File: src/rtl/acd_pkg.sv
// Package: register offsets, field positions, command codes and decode types.
// Assumes a byte-wide task-file register port on the sys_clk domain.
package acd_pkg;

   // ****************************************
   // Register offsets and field positions
   // ****************************************
   localparam logic [3:0] ACD_OFS_FEATURES = 4'h1;
   localparam logic [3:0] ACD_OFS_SECTOR_COUNT = 4'h2;
   localparam logic [3:0] ACD_OFS_DRIVE_HEAD = 4'h6;
   localparam logic [3:0] ACD_OFS_COMMAND = 4'h7;
   localparam logic [3:0] ACD_OFS_DEVICE_CONTROL = 4'hE;
   localparam logic [3:0] ACD_OFS_DRIVE_ADDRESS = 4'hF;
   localparam int ACD_CTL_SRST_BIT = 2;
   localparam int ACD_CTL_IEN_BIT = 1;
   localparam int ACD_DH_DRV_BIT = 4;
   localparam int ACD_DH_HEAD_MSB = 3;
   localparam int ACD_DA_WTG_BIT = 6;
   localparam int ACD_DA_HEAD_MSB = 5;
   localparam int ACD_DA_HEAD_LSB = 2;
   localparam int ACD_DA_DS1_BIT = 1;
   localparam int ACD_DA_DS0_BIT = 0;
   localparam logic ACD_IEN_RESET = 1'b0;
   localparam logic [7:0] ACD_ZERO_BYTE = 8'h00;
   localparam logic [3:0] ACD_ZERO_NIB = 4'h0;

   // ****************************************
   // Command codes
   // ****************************************
   localparam logic [7:0] ACD_CMD_KEY_MGMT = 8'hB9;
   localparam logic [7:0] ACD_CMD_WR_MULT_NOERASE = 8'hCD;
   localparam logic [7:0] ACD_CMD_WR_SECT_NOERASE = 8'h38;
   localparam logic [7:0] ACD_FEAT_READ_KEYING = 8'h80;
   localparam logic [7:0] ACD_FEAT_CHANGE_KEY = 8'h81;
   localparam logic [7:0] ACD_FEAT_STRUCT_MAX = 8'h7F;

   // ****************************************
   // Timing
   // ****************************************
   localparam int ACD_REINIT_NS = 2000;
   localparam int ACD_CLK_NS = 20;
   localparam int ACD_REINIT_CYC = (ACD_REINIT_NS + ACD_CLK_NS - 1) / ACD_CLK_NS;
   localparam int ACD_CNT_W = 8;

   // ****************************************
   // Types
   // ****************************************
   typedef enum logic [1:0] {
      ACD_CLASS_NONE = 2'b00,
      ACD_CLASS_1 = 2'b01,
      ACD_CLASS_2 = 2'b10,
      ACD_CLASS_3 = 2'b11
   } acd_class_type;

   typedef enum logic [1:0] {
      ACD_DH_NONE = 2'b00,
      ACD_DH_DRIVE = 2'b01,
      ACD_DH_FULL = 2'b10
   } acd_dh_use_type;

   typedef struct packed {
      logic valid;
      acd_class_type cls;
      logic uses_features;
      logic uses_count;
      logic uses_number;
      logic uses_cylinder;
      acd_dh_use_type dh_use;
      logic lba_ok;
   } acd_decode_type;

   typedef struct packed {
      logic wr;
      logic rd;
      logic [3:0] addr;
      logic [7:0] data;
   } acd_bus_type;

endpackage : acd_pkg

File: src/rtl/acd_decoder.sv
// Command decoder: maps code and features to class and parameter use.
// Assumes purely combinational use inside the control block.
module acd_decoder
   import acd_pkg::*;
(
   input wire logic [7:0] code,
   input wire logic [7:0] features,
   output acd_decode_type dec
);

   // ****************************************
   // Table lookup
   // ****************************************
   function automatic acd_decode_type mk(input acd_class_type c, input logic f, input logic s,
                                         input logic n, input logic y, input acd_dh_use_type h,
                                         input logic l);
      mk = '{1'b1, c, f, s, n, y, h, l};
   endfunction

   always_comb begin
      dec = '{1'b0, ACD_CLASS_NONE, 1'b0, 1'b0, 1'b0, 1'b0, ACD_DH_NONE, 1'b0};
      case (code) // [RULE_14]
         8'hE5, 8'h98, 8'h90, 8'hE7, 8'hEC, 8'hE1, 8'h95, 8'h00, 8'hE4, 8'h03,
         8'hF6, 8'hF3, 8'hF4, 8'hF5, 8'hF1, 8'hF2, 8'hE6, 8'h99, 8'hE2, 8'h96,
         8'hE0, 8'h94:
            dec = mk(ACD_CLASS_1, 1'b0, 1'b0, 1'b0, 1'b0, ACD_DH_DRIVE, 1'b0);
         8'hE3, 8'h97, 8'hC6:
            dec = mk(ACD_CLASS_1, 1'b0, 1'b1, 1'b0, 1'b0, ACD_DH_DRIVE, 1'b0);
         8'hEF:
            dec = mk(ACD_CLASS_1, 1'b1, 1'b0, 1'b0, 1'b0, ACD_DH_DRIVE, 1'b0);
         8'h91:
            dec = mk(ACD_CLASS_1, 1'b0, 1'b1, 1'b0, 1'b0, ACD_DH_FULL, 1'b0);
         8'hC0, 8'hC8, 8'hC4, 8'h20, 8'h21, 8'h40, 8'h41, 8'h87:
            dec = mk(ACD_CLASS_1, 1'b0, 1'b1, 1'b1, 1'b1, ACD_DH_FULL, 1'b1);
         8'h22, 8'h23:
            dec = mk(ACD_CLASS_1, 1'b0, 1'b0, 1'b1, 1'b1, ACD_DH_FULL, 1'b1);
         8'h50:
            dec = mk(ACD_CLASS_2, 1'b0, 1'b1, 1'b0, 1'b1, ACD_DH_FULL, 1'b1);
         8'hE8:
            dec = mk(ACD_CLASS_2, 1'b0, 1'b0, 1'b0, 1'b0, ACD_DH_DRIVE, 1'b0);
         8'hCA, 8'h30, 8'h31, ACD_CMD_WR_SECT_NOERASE: // [RULE_16]
            dec = mk(ACD_CLASS_2, 1'b0, 1'b1, 1'b1, 1'b1, ACD_DH_FULL, 1'b1);
         8'h32, 8'h33:
            dec = mk(ACD_CLASS_2, 1'b0, 1'b0, 1'b1, 1'b1, ACD_DH_FULL, 1'b1);
         8'hC5, ACD_CMD_WR_MULT_NOERASE, 8'h3C: // [RULE_15]
            dec = mk(ACD_CLASS_3, 1'b0, 1'b1, 1'b1, 1'b1, ACD_DH_FULL, 1'b1);
         ACD_CMD_KEY_MGMT: begin
            if (features == ACD_FEAT_CHANGE_KEY) begin // [RULE_17]
               dec = mk(ACD_CLASS_2, 1'b1, 1'b1, 1'b1, 1'b1, ACD_DH_FULL, 1'b0);
            end else if (features == ACD_FEAT_READ_KEYING) begin // [RULE_18]
               dec = mk(ACD_CLASS_1, 1'b1, 1'b1, 1'b1, 1'b1, ACD_DH_FULL, 1'b0);
            end else if (features <= ACD_FEAT_STRUCT_MAX) begin // [RULE_19]
               dec = mk(ACD_CLASS_1, 1'b1, 1'b1, 1'b1, 1'b1, ACD_DH_FULL, 1'b0);
            end
         end
         default: begin
            if (code[7:4] == 4'h1) begin
               dec = mk(ACD_CLASS_1, 1'b0, 1'b0, 1'b0, 1'b0, ACD_DH_DRIVE, 1'b0);
            end else if (code[7:4] == 4'h7) begin
               dec = mk(ACD_CLASS_1, 1'b0, 1'b0, 1'b1, 1'b1, ACD_DH_FULL, 1'b1);
            end
         end
      endcase
   end

endmodule // acd_decoder

File: src/rtl/acd_control.sv
// Task-file control, drive address readback and command acceptance.
// Assumes a synchronous byte register port on sys_clk from the host interface.
//
// What this block does
// [RULE_01] Control register writable even while busy
// [RULE_02] Soft reset held while bit two set
// [RULE_03] Soft reset leaves configuration registers intact
// [RULE_04] Interrupt disable bit suppresses interrupt request
// [RULE_05] Same bit gates configuration status flag
// [RULE_06] Interrupt disable cleared on reset
// [RULE_07] Other control bits ignored on write
// [RULE_08] Write gate reads zero during writes
// [RULE_09] Readback bits show inverted head bits
// [RULE_10] Drive select readback bits active low
// [RULE_11] Host preferably leaves readback register unmapped
// [RULE_12] Host writes parameters first, command last
// [RULE_13] Host issues commands only when not busy
// [RULE_14] Every code decoded into acceptance class
// [RULE_15] Code CD is class three
// [RULE_16] Code 38 is class two
// [RULE_17] Key opcode feature 81 is class two
// [RULE_18] Key opcode feature 80 is class one
// [RULE_19] Key opcode features 0-127 structure read
// [RULE_20] Full drive/head use includes head bits
// [RULE_21] Busy flag locks host out
// [RULE_22] Drive bit compared with configured number
// [RULE_23] Unknown code aborts and interrupts
// [RULE_24] Busy during reinitialisation after soft reset
module acd_control
   import acd_pkg::*;
(
   input wire logic sys_clk,
   input wire logic reset,
   input wire logic clk_en,
   input acd_bus_type bus,
   input wire logic drive_number,
   input wire logic write_in_progress,
   input wire logic cmd_done,
   input wire logic cmd_error,
   output logic [7:0] read_data,
   output logic busy_flag,
   output logic ready_flag,
   output logic error_flag,
   output logic abort_flag,
   output logic intrq,
   output logic config_int_flag,
   output logic soft_reset_active,
   output logic cmd_start,
   output logic [7:0] cmd_code,
   output acd_decode_type cmd_decode,
   output logic [3:0] cmd_head
);

   // ****************************************
   // State
   // ****************************************
   typedef enum logic [1:0] {
      ACD_ST_IDLE = 2'b00,
      ACD_ST_SRST = 2'b01,
      ACD_ST_REINIT = 2'b10,
      ACD_ST_EXEC = 2'b11
   } acd_state_type;

   acd_state_type state_q, state_d;
   logic srst_q, srst_d;
   logic ien_n_q, ien_n_d;
   logic [7:0] features_q, features_d;
   logic [7:0] drive_head_q, drive_head_d;
   logic [ACD_CNT_W-1:0] cnt_q, cnt_d;
   logic pend_q, pend_d;
   logic err_q, err_d;
   logic abrt_q, abrt_d;
   logic start_q, start_d;
   logic [7:0] code_q, code_d;
   acd_decode_type dec_q, dec_d;
   logic [3:0] head_q, head_d;
   logic [7:0] rdata_q, rdata_d;
   logic wip_s1_q, wip_s2_q, wip_s3_q, wip_q, wip_d;
   acd_decode_type dec_now;
   logic selected;

   acd_decoder u_decoder (
      .code(bus.data),
      .features(features_q),
      .dec(dec_now)
   );

   // Drive match against configured number
   assign selected = (drive_head_q[ACD_DH_DRV_BIT] == drive_number); // [RULE_22]

   // ****************************************
   // Next state
   // ****************************************
   always_comb begin
      state_d = state_q;
      srst_d = srst_q;
      ien_n_d = ien_n_q;
      features_d = features_q;
      drive_head_d = drive_head_q;
      cnt_d = cnt_q;
      pend_d = pend_q;
      err_d = err_q;
      abrt_d = abrt_q;
      start_d = 1'b0;
      code_d = code_q;
      dec_d = dec_q;
      head_d = head_q;
      wip_d = (wip_s2_q == wip_s3_q) ? wip_s2_q : wip_q;
      // Control register honoured in any state
      if (bus.wr && bus.addr == ACD_OFS_DEVICE_CONTROL) begin // [RULE_01]
         srst_d = bus.data[ACD_CTL_SRST_BIT]; // [RULE_02] [RULE_07]
         ien_n_d = bus.data[ACD_CTL_IEN_BIT]; // [RULE_04]
      end
      if (bus.wr && state_q == ACD_ST_IDLE) begin // [RULE_21]
         if (bus.addr == ACD_OFS_FEATURES) begin
            features_d = bus.data;
         end
         if (bus.addr == ACD_OFS_DRIVE_HEAD) begin
            drive_head_d = bus.data;
         end
      end
      if (bus.rd && bus.addr == ACD_OFS_COMMAND) begin
         pend_d = 1'b0;
      end
      unique case (state_q)
         ACD_ST_IDLE: begin
            if (bus.wr && bus.addr == ACD_OFS_COMMAND && selected && !srst_d) begin
               err_d = 1'b0;
               abrt_d = 1'b0;
               code_d = bus.data;
               dec_d = dec_now;
               head_d = (dec_now.dh_use == ACD_DH_FULL) ? drive_head_q[3:0] :
                        ACD_ZERO_NIB; // [RULE_20]
               if (dec_now.valid) begin // [RULE_14]
                  start_d = 1'b1;
                  state_d = ACD_ST_EXEC;
               end else begin
                  err_d = 1'b1; // [RULE_23]
                  abrt_d = 1'b1;
                  pend_d = 1'b1;
               end
            end
         end
         ACD_ST_EXEC: begin
            if (cmd_done) begin
               err_d = cmd_error;
               pend_d = 1'b1;
               state_d = ACD_ST_IDLE;
            end
         end
         ACD_ST_SRST: begin
            if (!srst_q) begin
               cnt_d = ACD_CNT_W'(ACD_REINIT_CYC); // [RULE_24]
               state_d = ACD_ST_REINIT;
            end
         end
         ACD_ST_REINIT: begin
            if (cnt_q == ACD_CNT_W'(1)) begin
               state_d = ACD_ST_IDLE;
            end
            cnt_d = cnt_q - ACD_CNT_W'(1);
         end
      endcase
      // Soft reset clears only the controller, not the config side
      if (srst_q) begin // [RULE_02] [RULE_03]
         state_d = ACD_ST_SRST;
         pend_d = 1'b0;
         err_d = 1'b0;
         abrt_d = 1'b0;
         start_d = 1'b0;
      end
   end

   // Readback
   always_comb begin
      rdata_d = ACD_ZERO_BYTE;
      if (bus.rd && bus.addr == ACD_OFS_DRIVE_ADDRESS) begin
         rdata_d[ACD_DA_WTG_BIT] = ~wip_q; // [RULE_08]
         rdata_d[ACD_DA_HEAD_MSB:ACD_DA_HEAD_LSB] = ~drive_head_q[ACD_DH_HEAD_MSB:0]; // [RULE_09]
         rdata_d[ACD_DA_DS1_BIT] = ~(drive_head_q[ACD_DH_DRV_BIT] && drive_number); // [RULE_10]
         rdata_d[ACD_DA_DS0_BIT] = ~(!drive_head_q[ACD_DH_DRV_BIT] && !drive_number);
      end
   end

   // ****************************************
   // Registers
   // ****************************************
   always_ff @(posedge sys_clk) begin
      if (reset) begin
         state_q <= ACD_ST_REINIT;
         srst_q <= 1'b0;
         ien_n_q <= ACD_IEN_RESET; // [RULE_06]
         features_q <= ACD_ZERO_BYTE;
         drive_head_q <= ACD_ZERO_BYTE;
         cnt_q <= ACD_CNT_W'(ACD_REINIT_CYC);
         pend_q <= 1'b0;
         err_q <= 1'b0;
         abrt_q <= 1'b0;
         start_q <= 1'b0;
         code_q <= ACD_ZERO_BYTE;
         dec_q <= '0;
         head_q <= ACD_ZERO_NIB;
         rdata_q <= ACD_ZERO_BYTE;
         wip_s1_q <= 1'b0;
         wip_s2_q <= 1'b0;
         wip_s3_q <= 1'b0;
         wip_q <= 1'b0;
      end else if (clk_en) begin
         state_q <= state_d;
         srst_q <= srst_d;
         ien_n_q <= ien_n_d;
         features_q <= features_d;
         drive_head_q <= drive_head_d;
         cnt_q <= cnt_d;
         pend_q <= pend_d;
         err_q <= err_d;
         abrt_q <= abrt_d;
         start_q <= start_d;
         code_q <= code_d;
         dec_q <= dec_d;
         head_q <= head_d;
         rdata_q <= rdata_d;
         wip_s1_q <= write_in_progress;
         wip_s2_q <= wip_s1_q;
         wip_s3_q <= wip_s2_q;
         wip_q <= wip_d;
      end
   end

   // ****************************************
   // Outputs
   // ****************************************
   logic intrq_q, intrq_d, cfg_int_q, cfg_int_d;
   logic busy_q, busy_d, ready_q, ready_d, sra_q, sra_d;

   // Status flags follow the next state, so they line up with state_q
   always_comb begin
      intrq_d = pend_d && !ien_n_d; // [RULE_04] [RULE_23]
      cfg_int_d = pend_d && !ien_n_d; // [RULE_05]
      busy_d = (state_d != ACD_ST_IDLE); // [RULE_21]
      ready_d = (state_d == ACD_ST_IDLE);
      sra_d = (state_d == ACD_ST_SRST);
   end

   always_ff @(posedge sys_clk) begin
      if (reset) begin
         intrq_q <= 1'b0;
         cfg_int_q <= 1'b0;
         busy_q <= 1'b1;
         ready_q <= 1'b0;
         sra_q <= 1'b0;
      end else if (clk_en) begin
         intrq_q <= intrq_d;
         cfg_int_q <= cfg_int_d;
         busy_q <= busy_d;
         ready_q <= ready_d;
         sra_q <= sra_d;
      end
   end

   assign read_data = rdata_q;
   assign busy_flag = busy_q; // [RULE_21]
   assign ready_flag = ready_q;
   assign error_flag = err_q;
   assign abort_flag = abrt_q;
   assign intrq = intrq_q;
   assign config_int_flag = cfg_int_q;
   assign soft_reset_active = sra_q;
   assign cmd_start = start_q;
   assign cmd_code = code_q;
   assign cmd_decode = dec_q;
   assign cmd_head = head_q;

   // ****************************************
   // Checks
   // ****************************************
   srst_hold_a: assert property (@(posedge sys_clk) disable iff (reset) // [RULE_02]
      clk_en && srst_q ##1 clk_en |-> state_q == ACD_ST_SRST)
      else $error("soft reset not held");
   ien_gate_a: assert property (@(posedge sys_clk) disable iff (reset) // [RULE_04]
      ien_n_q |-> !intrq)
      else $error("interrupt not suppressed");
   ien_reset_a: assert property (@(posedge sys_clk) // [RULE_06]
      reset |=> !ien_n_q && !intrq)
      else $error("interrupt disable not cleared by reset");
   ctl_ien_a: assert property (@(posedge sys_clk) disable iff (reset) // [RULE_04]
      clk_en && bus.wr && bus.addr == ACD_OFS_DEVICE_CONTROL |=>
      ien_n_q == $past(bus.data[ACD_CTL_IEN_BIT]))
      else $error("interrupt disable write lost");
   dh_lock_a: assert property (@(posedge sys_clk) disable iff (reset) // [RULE_21]
      clk_en && busy_flag && bus.wr && bus.addr == ACD_OFS_DRIVE_HEAD |=>
      drive_head_q == $past(drive_head_q))
      else $error("drive head written while busy");
   cfg_gate_a: assert property (@(posedge sys_clk) disable iff (reset) // [RULE_05]
      intrq == config_int_flag)
      else $error("config flag differs from interrupt");
   ctl_busy_a: assert property (@(posedge sys_clk) disable iff (reset) // [RULE_01]
      clk_en && bus.wr && bus.addr == ACD_OFS_DEVICE_CONTROL |=>
      srst_q == $past(bus.data[ACD_CTL_SRST_BIT]))
      else $error("control write lost");
   reinit_busy_a: assert property (@(posedge sys_clk) disable iff (reset) // [RULE_24]
      $fell(soft_reset_active) |-> busy_flag)
      else $error("not busy after soft reset");
   head_use_a: assert property (@(posedge sys_clk) disable iff (reset) // [RULE_20]
      cmd_start && cmd_decode.dh_use != ACD_DH_FULL |-> cmd_head == ACD_ZERO_NIB)
      else $error("head bits used for drive-only command");
   abort_a: assert property (@(posedge sys_clk) disable iff (reset) // [RULE_23]
      abort_flag |-> error_flag && !busy_flag)
      else $error("abort without error");
   start_class_a: assert property (@(posedge sys_clk) disable iff (reset) // [RULE_14]
      cmd_start |-> cmd_decode.valid && cmd_decode.cls != ACD_CLASS_NONE && busy_flag)
      else $error("started command without class");
   wg_read_a: assert property (@(posedge sys_clk) disable iff (reset) // [RULE_08]
      clk_en && bus.rd && bus.addr == ACD_OFS_DRIVE_ADDRESS |=> read_data[6] == !$past(wip_q))
      else $error("write gate readback wrong");

endmodule // acd_control

File: config.mk
export PLATFORM = sky130hd
export DESIGN_NAME = acd_control
export DESIGN_NICKNAME = d
export VERILOG_FILES = /design/src/rtl/acd_pkg.sv /design/src/rtl/acd_decoder.sv /design/src/rtl/acd_control.sv
export SDC_FILE = /design/constraint.sdc
export NUM_CORES = 1
export LEC_CHECK = 0
export ABC_AREA = 1
export ABC_CLOCK_PERIOD_IN_PS = 2500
export BUFFER_PORTS_ARGS = -buffer_cell sky130_fd_sc_hd__buf_4
export CELL_PAD_IN_SITES_DETAIL_PLACEMENT = 2
export CELL_PAD_IN_SITES_GLOBAL_PLACEMENT = 2
export CORE_UTILIZATION = 31
export DETAILED_ROUTE_END_ITERATION = 8
export PLACE_DENSITY = 0.85
export REMOVE_ABC_BUFFERS = 1
export SLEW_MARGIN = 30
export SYNTH_ARGS = -nofsm -noshare
export SYNTH_HDL_FRONTEND = slang
export SYNTH_SLANG_ARGS = --single-unit
export TNS_END_PERCENT = 10
File: constraint.sdc
create_clock -name sys_clk -period 2.5 [get_ports sys_clk]
set_input_delay 0.125 -clock sys_clk [delete_from_list [all_inputs] [get_ports sys_clk]]
set_output_delay 0.125 -clock sys_clk [all_outputs]
set_load 0.02 [all_outputs]
After elaboration in Yosys (flattened, before gate mapping)
Index checks and enable logic that the tools add are counted.
- output and inout port bits: 38
- register bits after elaboration: 66
- input bits: 21
- logic and storage cells: 174
- add/sub/neg operators: 1
- equal/unequal tests: 68
- reduce and logical (&&, ||, !) cells: 36
- bitwise logic cells: 4
- magnitude comparators: 1
- mux-type cells: 35
- operators by type and width (kind ; count):
    $eq 8x8->1 const B ; 36
    $pmux 10 s12 ; 1
    $eq 8x6->1 const B ; 10
    $mux 10 ; 5
    $eq 8x7->1 const B ; 3
    $reduce_or 22->1 ; 1
    $mux 1 ; 17
    $pmux 8 s2 ; 1
    $reduce_and 3->1 ; 5
    $eq 4x3->1 const B ; 3
    $logic_and 1x1->1 ; 10
    $mux 2 ; 5
    $eq 4x1->1 const B ; 2
    $eq 4x4->1 const B ; 2
    $eq 8x1->1 const B ; 1
    $eq 8x2->1 const B ; 1
    $le 8x7->1 const B ; 1
    $logic_not 8->1 ; 1
    $mux 8 ; 1
    $pmux 2 s4 ; 1
    $reduce_bool 2->1 ; 4
    $reduce_or 8->1 ; 1
    $sub 8x1->8 const B ; 1
    $mux 7 ; 1
    18 further kinds ; 31

Depth between registers and ports, before layout
- depth in word-level cells: 10
- depth in mapped cells: 17
- depth with buffers taken out: 17

Hierarchy
Synthesis repeated with hierarchy kept, for this count alone.
- cell total of the unflattened synthesis: 554
- area, all modules: 3567.2 sq um
- modules (own cells, without submodules) (module ; sequential area each (sq um) ; times used ; cells an instance ; area each (sq um)):
    acd_control ; 1321.3 ; 1 ; 386 ; 2865.2
    acd_decoder ; 0.0 ; 1 ; 168 ; 701.9

Worst setup path after synthesis
OpenSTA, ideal clock, no wires.
- path type: flip-flop to flip-flop
- from: reg state_q[0]
- to: reg features_q[4]
- stages on the path, launching flop included: 10
- period minus slack after synthesis: 1.753 ns
- path slack: 0.747 ns
- data required time: 2.430 ns
- buffers on the path: 1
- arrival time: 1.683 ns
- library setup time: 0.070 ns
- path through: dfxtp_1 -> inv_1 -> ha_1 -> nand2_1 -> nor2_1 -> nand3_1 -> nor3_1 -> clkbuf_1 -> o21ai_0 -> a21oi_1
- longest elaborated chain between the ends: 3
- RTL lines (what ; RTL line ; RTL):
    start, declared ; acd_control.sv:64 ; acd_state_type state_q, state_d;
    start signal, assigned ; acd_control.sv:209 ; state_q <= state_d;
    $logic_not 2->1 ; acd_control.sv:114 ; if (bus.wr && state_q == ACD_ST_IDLE) begin
    $logic_and 1x1->1 ; acd_control.sv:114 ;
    $reduce_and 3->1 (no line) ; n/a ;
    end signal, assigned ; acd_control.sv:212 ; features_q <= features_d;
    end, declared ; acd_control.sv:67 ; logic [7:0] features_q, features_d;
No other way between the ends.
A chain may end at the register's enable or synchronous reset.

Final worst setup path
- from: reg drive_head_q[4]
- to: reg dec_q, in the netlist cmd_decode[5]
- longest elaborated chain between the ends: 4
- RTL lines (what ; RTL line ; RTL):
    start, declared ; acd_control.sv:68 ; logic [7:0] drive_head_q, drive_head_d;
    start signal, assigned ; acd_control.sv:213 ; drive_head_q <= drive_head_d;
    $eq 1x1->1 ; acd_control.sv:89 ; assign selected = (drive_head_q[ACD_DH_DRV_BIT] == drive_number);
    $logic_and 1x1->1 (2 in a row) ; acd_control.sv:127 ; if (bus.wr && bus.addr == ACD_OFS_COMMAND && selected && !srst_d) begin
    $reduce_and 3->1 (no line) ; n/a ;
    end signal, assigned ; acd_control.sv:201 ; dec_q <= '0;
    end signal, assigned ; acd_control.sv:220 ; dec_q <= dec_d;
    end, declared ; acd_control.sv:75 ; acd_decode_type dec_q, dec_d;
No other way between the ends.

==> out/results.env <==
RUN_STATUS='completed'
HTREE_NUM_LEVELS=3
CRIT_PATH_BUFFERS_INVERTERS=3
WORSTHOLDSTART='reset'
CRITPATHREQUIREDTIME_PS=2750
SYNTH-SIMPLE-AREA-SHARE_PCT=29.5
CTS_SINKS=66
DR.FIRST_ITER.DRC_COUNT=97
AREA_ADDED_BETWEEN_SYNTHESIS_AND_FINISH_PCT=22.7
CRIT_PATH_END_KIND='flip-flop'
WORSTHOLDPATHCELLS=2
YS.WARNINGS.COUNT=0
POSTPLACECELLAREA_SQ_UM=4030
AVGROUTEDWIREPERCELL_UM=16.9
FINAL.SETUP.TNS_PS=0
FLOORPLAN.DIE_AREA_SQ_UM=11600
TIMING.FINAL.MAX_SLEW_VIOLATIONS=0
DOMINANTREGCELLSYNTH='dfxtp_1'
LAYOUT.CELLS.MOST_COMMON='nand2_1'
SYNTH_COMPOUND_GATE_AREA_SHARE_PCT=20.0
LAYOUT_CELLS_SIZED_ABOVE_1_PCT=18.9
CTSLONGESTPATHBUFFERS=2
PORTION_OF_NETLIST_AREA_OCCUPIED_BY_MUX_CELLS_PCT=0
CAP_VIOL_MAX_COUNT=0
WORST_CLOCK_SKEW_PS=14.5
NETS=596
SYNTH_SEQ_CELLS=66
DETAILROUTE.VIA_COUNT=3628
POWER.DENSITY_CELL_AREA_nW_PER_UM2=562
SYNTH_XOR_AREA_SHARE_PCT=0.254
CLOCK-ROOT-BUFFER='clkbuf_8'
ACHIEVABLE-FREQUENCY_GHz=0.445
CRIT_ARRIVAL_PS=2500
NUMBER_OF_NETS_WITH_ANTENNA_VIOLATIONS_AFTER_DETAILED_ROUTING=0
GRT_UTIL_MET3_PCT=3.15
DIODE_COUNT=0
FIN_CRIT_PS=2250
CTS_TREE='built'
MET1_USAGE_PCT=25.0
WORSTHOLDENDPOINT='config_int_flag'
POSTSYNTHCELLCOUNT=508
TIMING.CRITICAL_PATH.MODE_CELL='inv_1'
TOTAL_PLACED_CELLS_INCLUDING_TAP_CELLS=695
PLACEMENTROWS=38
PLACE.PORT_BUFFERS=57
SYN-MEAN-INSTANCE-AREA_SQ_UM=6.80
POSTCTSSETUPBUFFERS=0
CHIPHEIGHT_UM=108
CLK_PIN_SLEW_WORST_PATHS_PS=80
SYNTH_EDF_COUNT=0
VDD_IR_DROP_MAX_mV=0.228
HOLD_VIOL=0
FILLERINSTANCES=1328
ANTENNA_FOUND_INITIAL=0
POST-DP-HPWL_MM=9.05
YOSYSSEQAREASHARE_PCT=38.3
CRITICAL_PATH.STARTPOINT_TYPE='flip-flop'
MAX_STAGE_DELAY_ON_CRIT_PATH_PS=450
WORST-SLEW-PIN-TRANSITION_PS=1010
PLACEABLECOREAREA_SQ_UM=10800
GRT_SETUP_UNREPAIRED='no'
AREA_TAKEN_BY_FLIP_FLOPS_AND_LATCHES_SQ_UM=1320
VIAS_PER_CELL=5.10
REG2REG_TO='cmd_decode[5]'
TIMING.SLEW.HEADROOM_PCT=32.0
TRACK_USAGE_PCT=22.1
GRT.BUSIEST_LAYER='met2'
CRITPATHTOPFAMILY='simple AND/OR/NAND/NOR gates'
PATH_CATEGORY_OF_THE_WORST_MIN_DELAY_CHECK='in -> reg'
TRITONCTS.NUM_BUFFERS=9
ROUTABILITY_CONGESTION_ESTIMATE=0.879
LARGEST_NET_DEGREE_AT_THE_START_OF_GLOBAL_ROUTING=34
SETUP_VIOL_COUNT_FINAL=0
REG2REG_SETUP_SLACK_PS=250
OVERFLOW=0
REG2REG_DEPTH=8
SYNTH_FA_HA_AREA_SHARE_PCT=2.90
POSTROUTEWIRELENGTH_MM=12.0
VIA_COUNT_OF_THE_FIRST_GLOBAL_ROUTING_PASS=4016
CRITICAL_PATH.REG2REG.STARTPOINT='drive_head_q[4]'
POSTSYNTH.ASYNCRESETSHARE_PCT=0
AREA_USED_BY_MULTI_INPUT_COMBINATIONAL_LOGIC_SQ_UM=1830
USE_MET2_PCT=41.1
SYN_AREA_SQ_UM=3450
DIE_X_UM=108
WORSTPATHMAXFANOUT=15
DRCVIOLATIONCOUNT=0
STDCELL_COUNT=712
CELLLEAKAGEPOWER_uW=0.00191
START_UTIL_PCT=31.8
CRITICALPATHCATEGORY='reg -> reg'
SYNTH_TOP_FAMILY_BY_AREA='simple AND/OR/NAND/NOR gates'
WORSTSKEWPAIRLATENCY_PS=360
FINAL_MIN_PERIOD_OVER_CLOCK_PERIOD_PCT=89.9
POSTLAYOUTCELLAREA_SQ_UM=4230
FINAL_UTIL_PCT=39.1
MOSTFREQUENTLAYOUTCELLS='101 x nand2_1, 66 x dfxtp_1, 62 x buf_4'
IOS=59
YS_TYPES=36
CP_CELL_SEQUENCE='inv_1, ha_1, nor4_1, nand2_1, inv_1, nand4_1, o211ai_1, inv_1'
DRT_PASS_1_ITERS=6
GRT_FIRST_PASS_WIRELENGTH_MM=19.7
CRITICAL-PATH-SLOWEST-CELL='inv_1'
worst reg2reg max path, delay by kind of cell, from the launching register on:
| family | cells | cell delay, ps |
|---|---|---|
| adders and majority gates | 1 | 320 |
| buffers and inverters | 3 | 580 |
| AOI/OAI and AO/OA | 1 | 130 |
| DFF | 1 | 410 |
| and+or+nand+nor | 3 | 710 |
metrics by stage:
step	power [uW]	setup WS (ps)	hold WS [ps]
after global routing	2490	25.3	70.7
final	2380	253	67.7
after floorplan	1340	565	194
after detailed placement	1490	225	369
after CTS	2400	116	59.0
after global placement	1470	289	355
worst max path at each step:
stage	start	endpoint	slack [ps]	cells after the start
global placement	bus[8]	cmd_decode[5]	290	13
detailed placement	bus[8]	cmd_decode[5]	220	13
global route	state_q[1]	cnt_q[7]	30	11
CTS	state_q[1]	cnt_q[7]	120	11
finish	drive_head_q[4]	cmd_decode[5]	250	8
floorplan	state_q[0]	features_q[0]	560	8
area by class of cell:
type,instances,area share [%]
multi-input cells,363,43.1
flip-flops and latches,66,31.2
repair buffers,63,11.2
inverters,64,5.73
well taps,140,4.14
clock buffers,9,2.93
clock inverters,7,1.65
where the power goes:
| part | switching [uW] | leakage (uW) | total, uW | internal (uW) |
|---|---|---|---|---|
| Clock | 451 | 0.0000990 | 909 | 458 |
| Combinational | 240 | 0.00127 | 359 | 119 |
| Sequential | 26.0 | 0.000536 | 1110 | 1080 |
per-layer routing:
| metal | wire length [um] | vias to the layer above | part of all wire (%) |
|---|---|---|---|
| met5 | 0 | - | 0 |
| met4 | 266 | 0 | 2.2 |
| met3 | 269 | 20 | 2.2 |
| met2 | 6240 | 53 | 52 |
| met1 | 5230 | 1773 | 44 |
| li1 | - | 1782 | - |
flip-flops by register name, indices dropped and copies added (netlist names), 2 cells and up:
signal        flops
state_q           2
cmd_decode       10
read_data         7
drive_head_q      5
cnt_q             8
cmd_code          8
cmd_head          4
features_q        8
what timing repair did:
action / CTS / global route
resized for setup: 0 / 1
endpoints found under the setup margin: 0 / 1
endpoints found under the hold margin: 1 / 0
hold buffers: 1 / 0
cells in the mapped netlist (2+ instances only):
master | number | area, sq um
nand2_1 | 101 | 379
nor2_1 | 55 | 206
nor3_1 | 9 | 45.0
inv_1 | 57 | 214
nor2_4 | 4 | 45.0
dfxtp_1 | 66 | 1320
buf_2 | 3 | 15.0
nor3b_1 | 2 | 15.0
o21ai_1 | 4 | 20.0
o21a_1 | 2 | 15.0
inv_2 | 5 | 18.8
buf_4 | 2 | 15.0
nor4_2 | 2 | 25.0
nor4_1 | 3 | 18.8
o21ai_0 | 55 | 275
o211ai_1 | 7 | 52.6
clkbuf_1 | 10 | 37.5
ha_1 | 8 | 100
nand4_1 | 4 | 25.0
nand3_2 | 3 | 30.0
a211oi_1 | 2 | 15.0
nand3_1 | 25 | 125
and2_1 | 2 | 12.5
a21oi_1 | 56 | 280
nand2_2 | 10 | 62.6
cells by family after synthesis:
logic type | after synthesis
simple gates | 223
flops | 66
compound gates | 130
fa+ha+maj | 8
xor+xnor | 1
other cells | 1
buf+inv | 79
No activity file was read; power rests on OpenSTA's default activity.
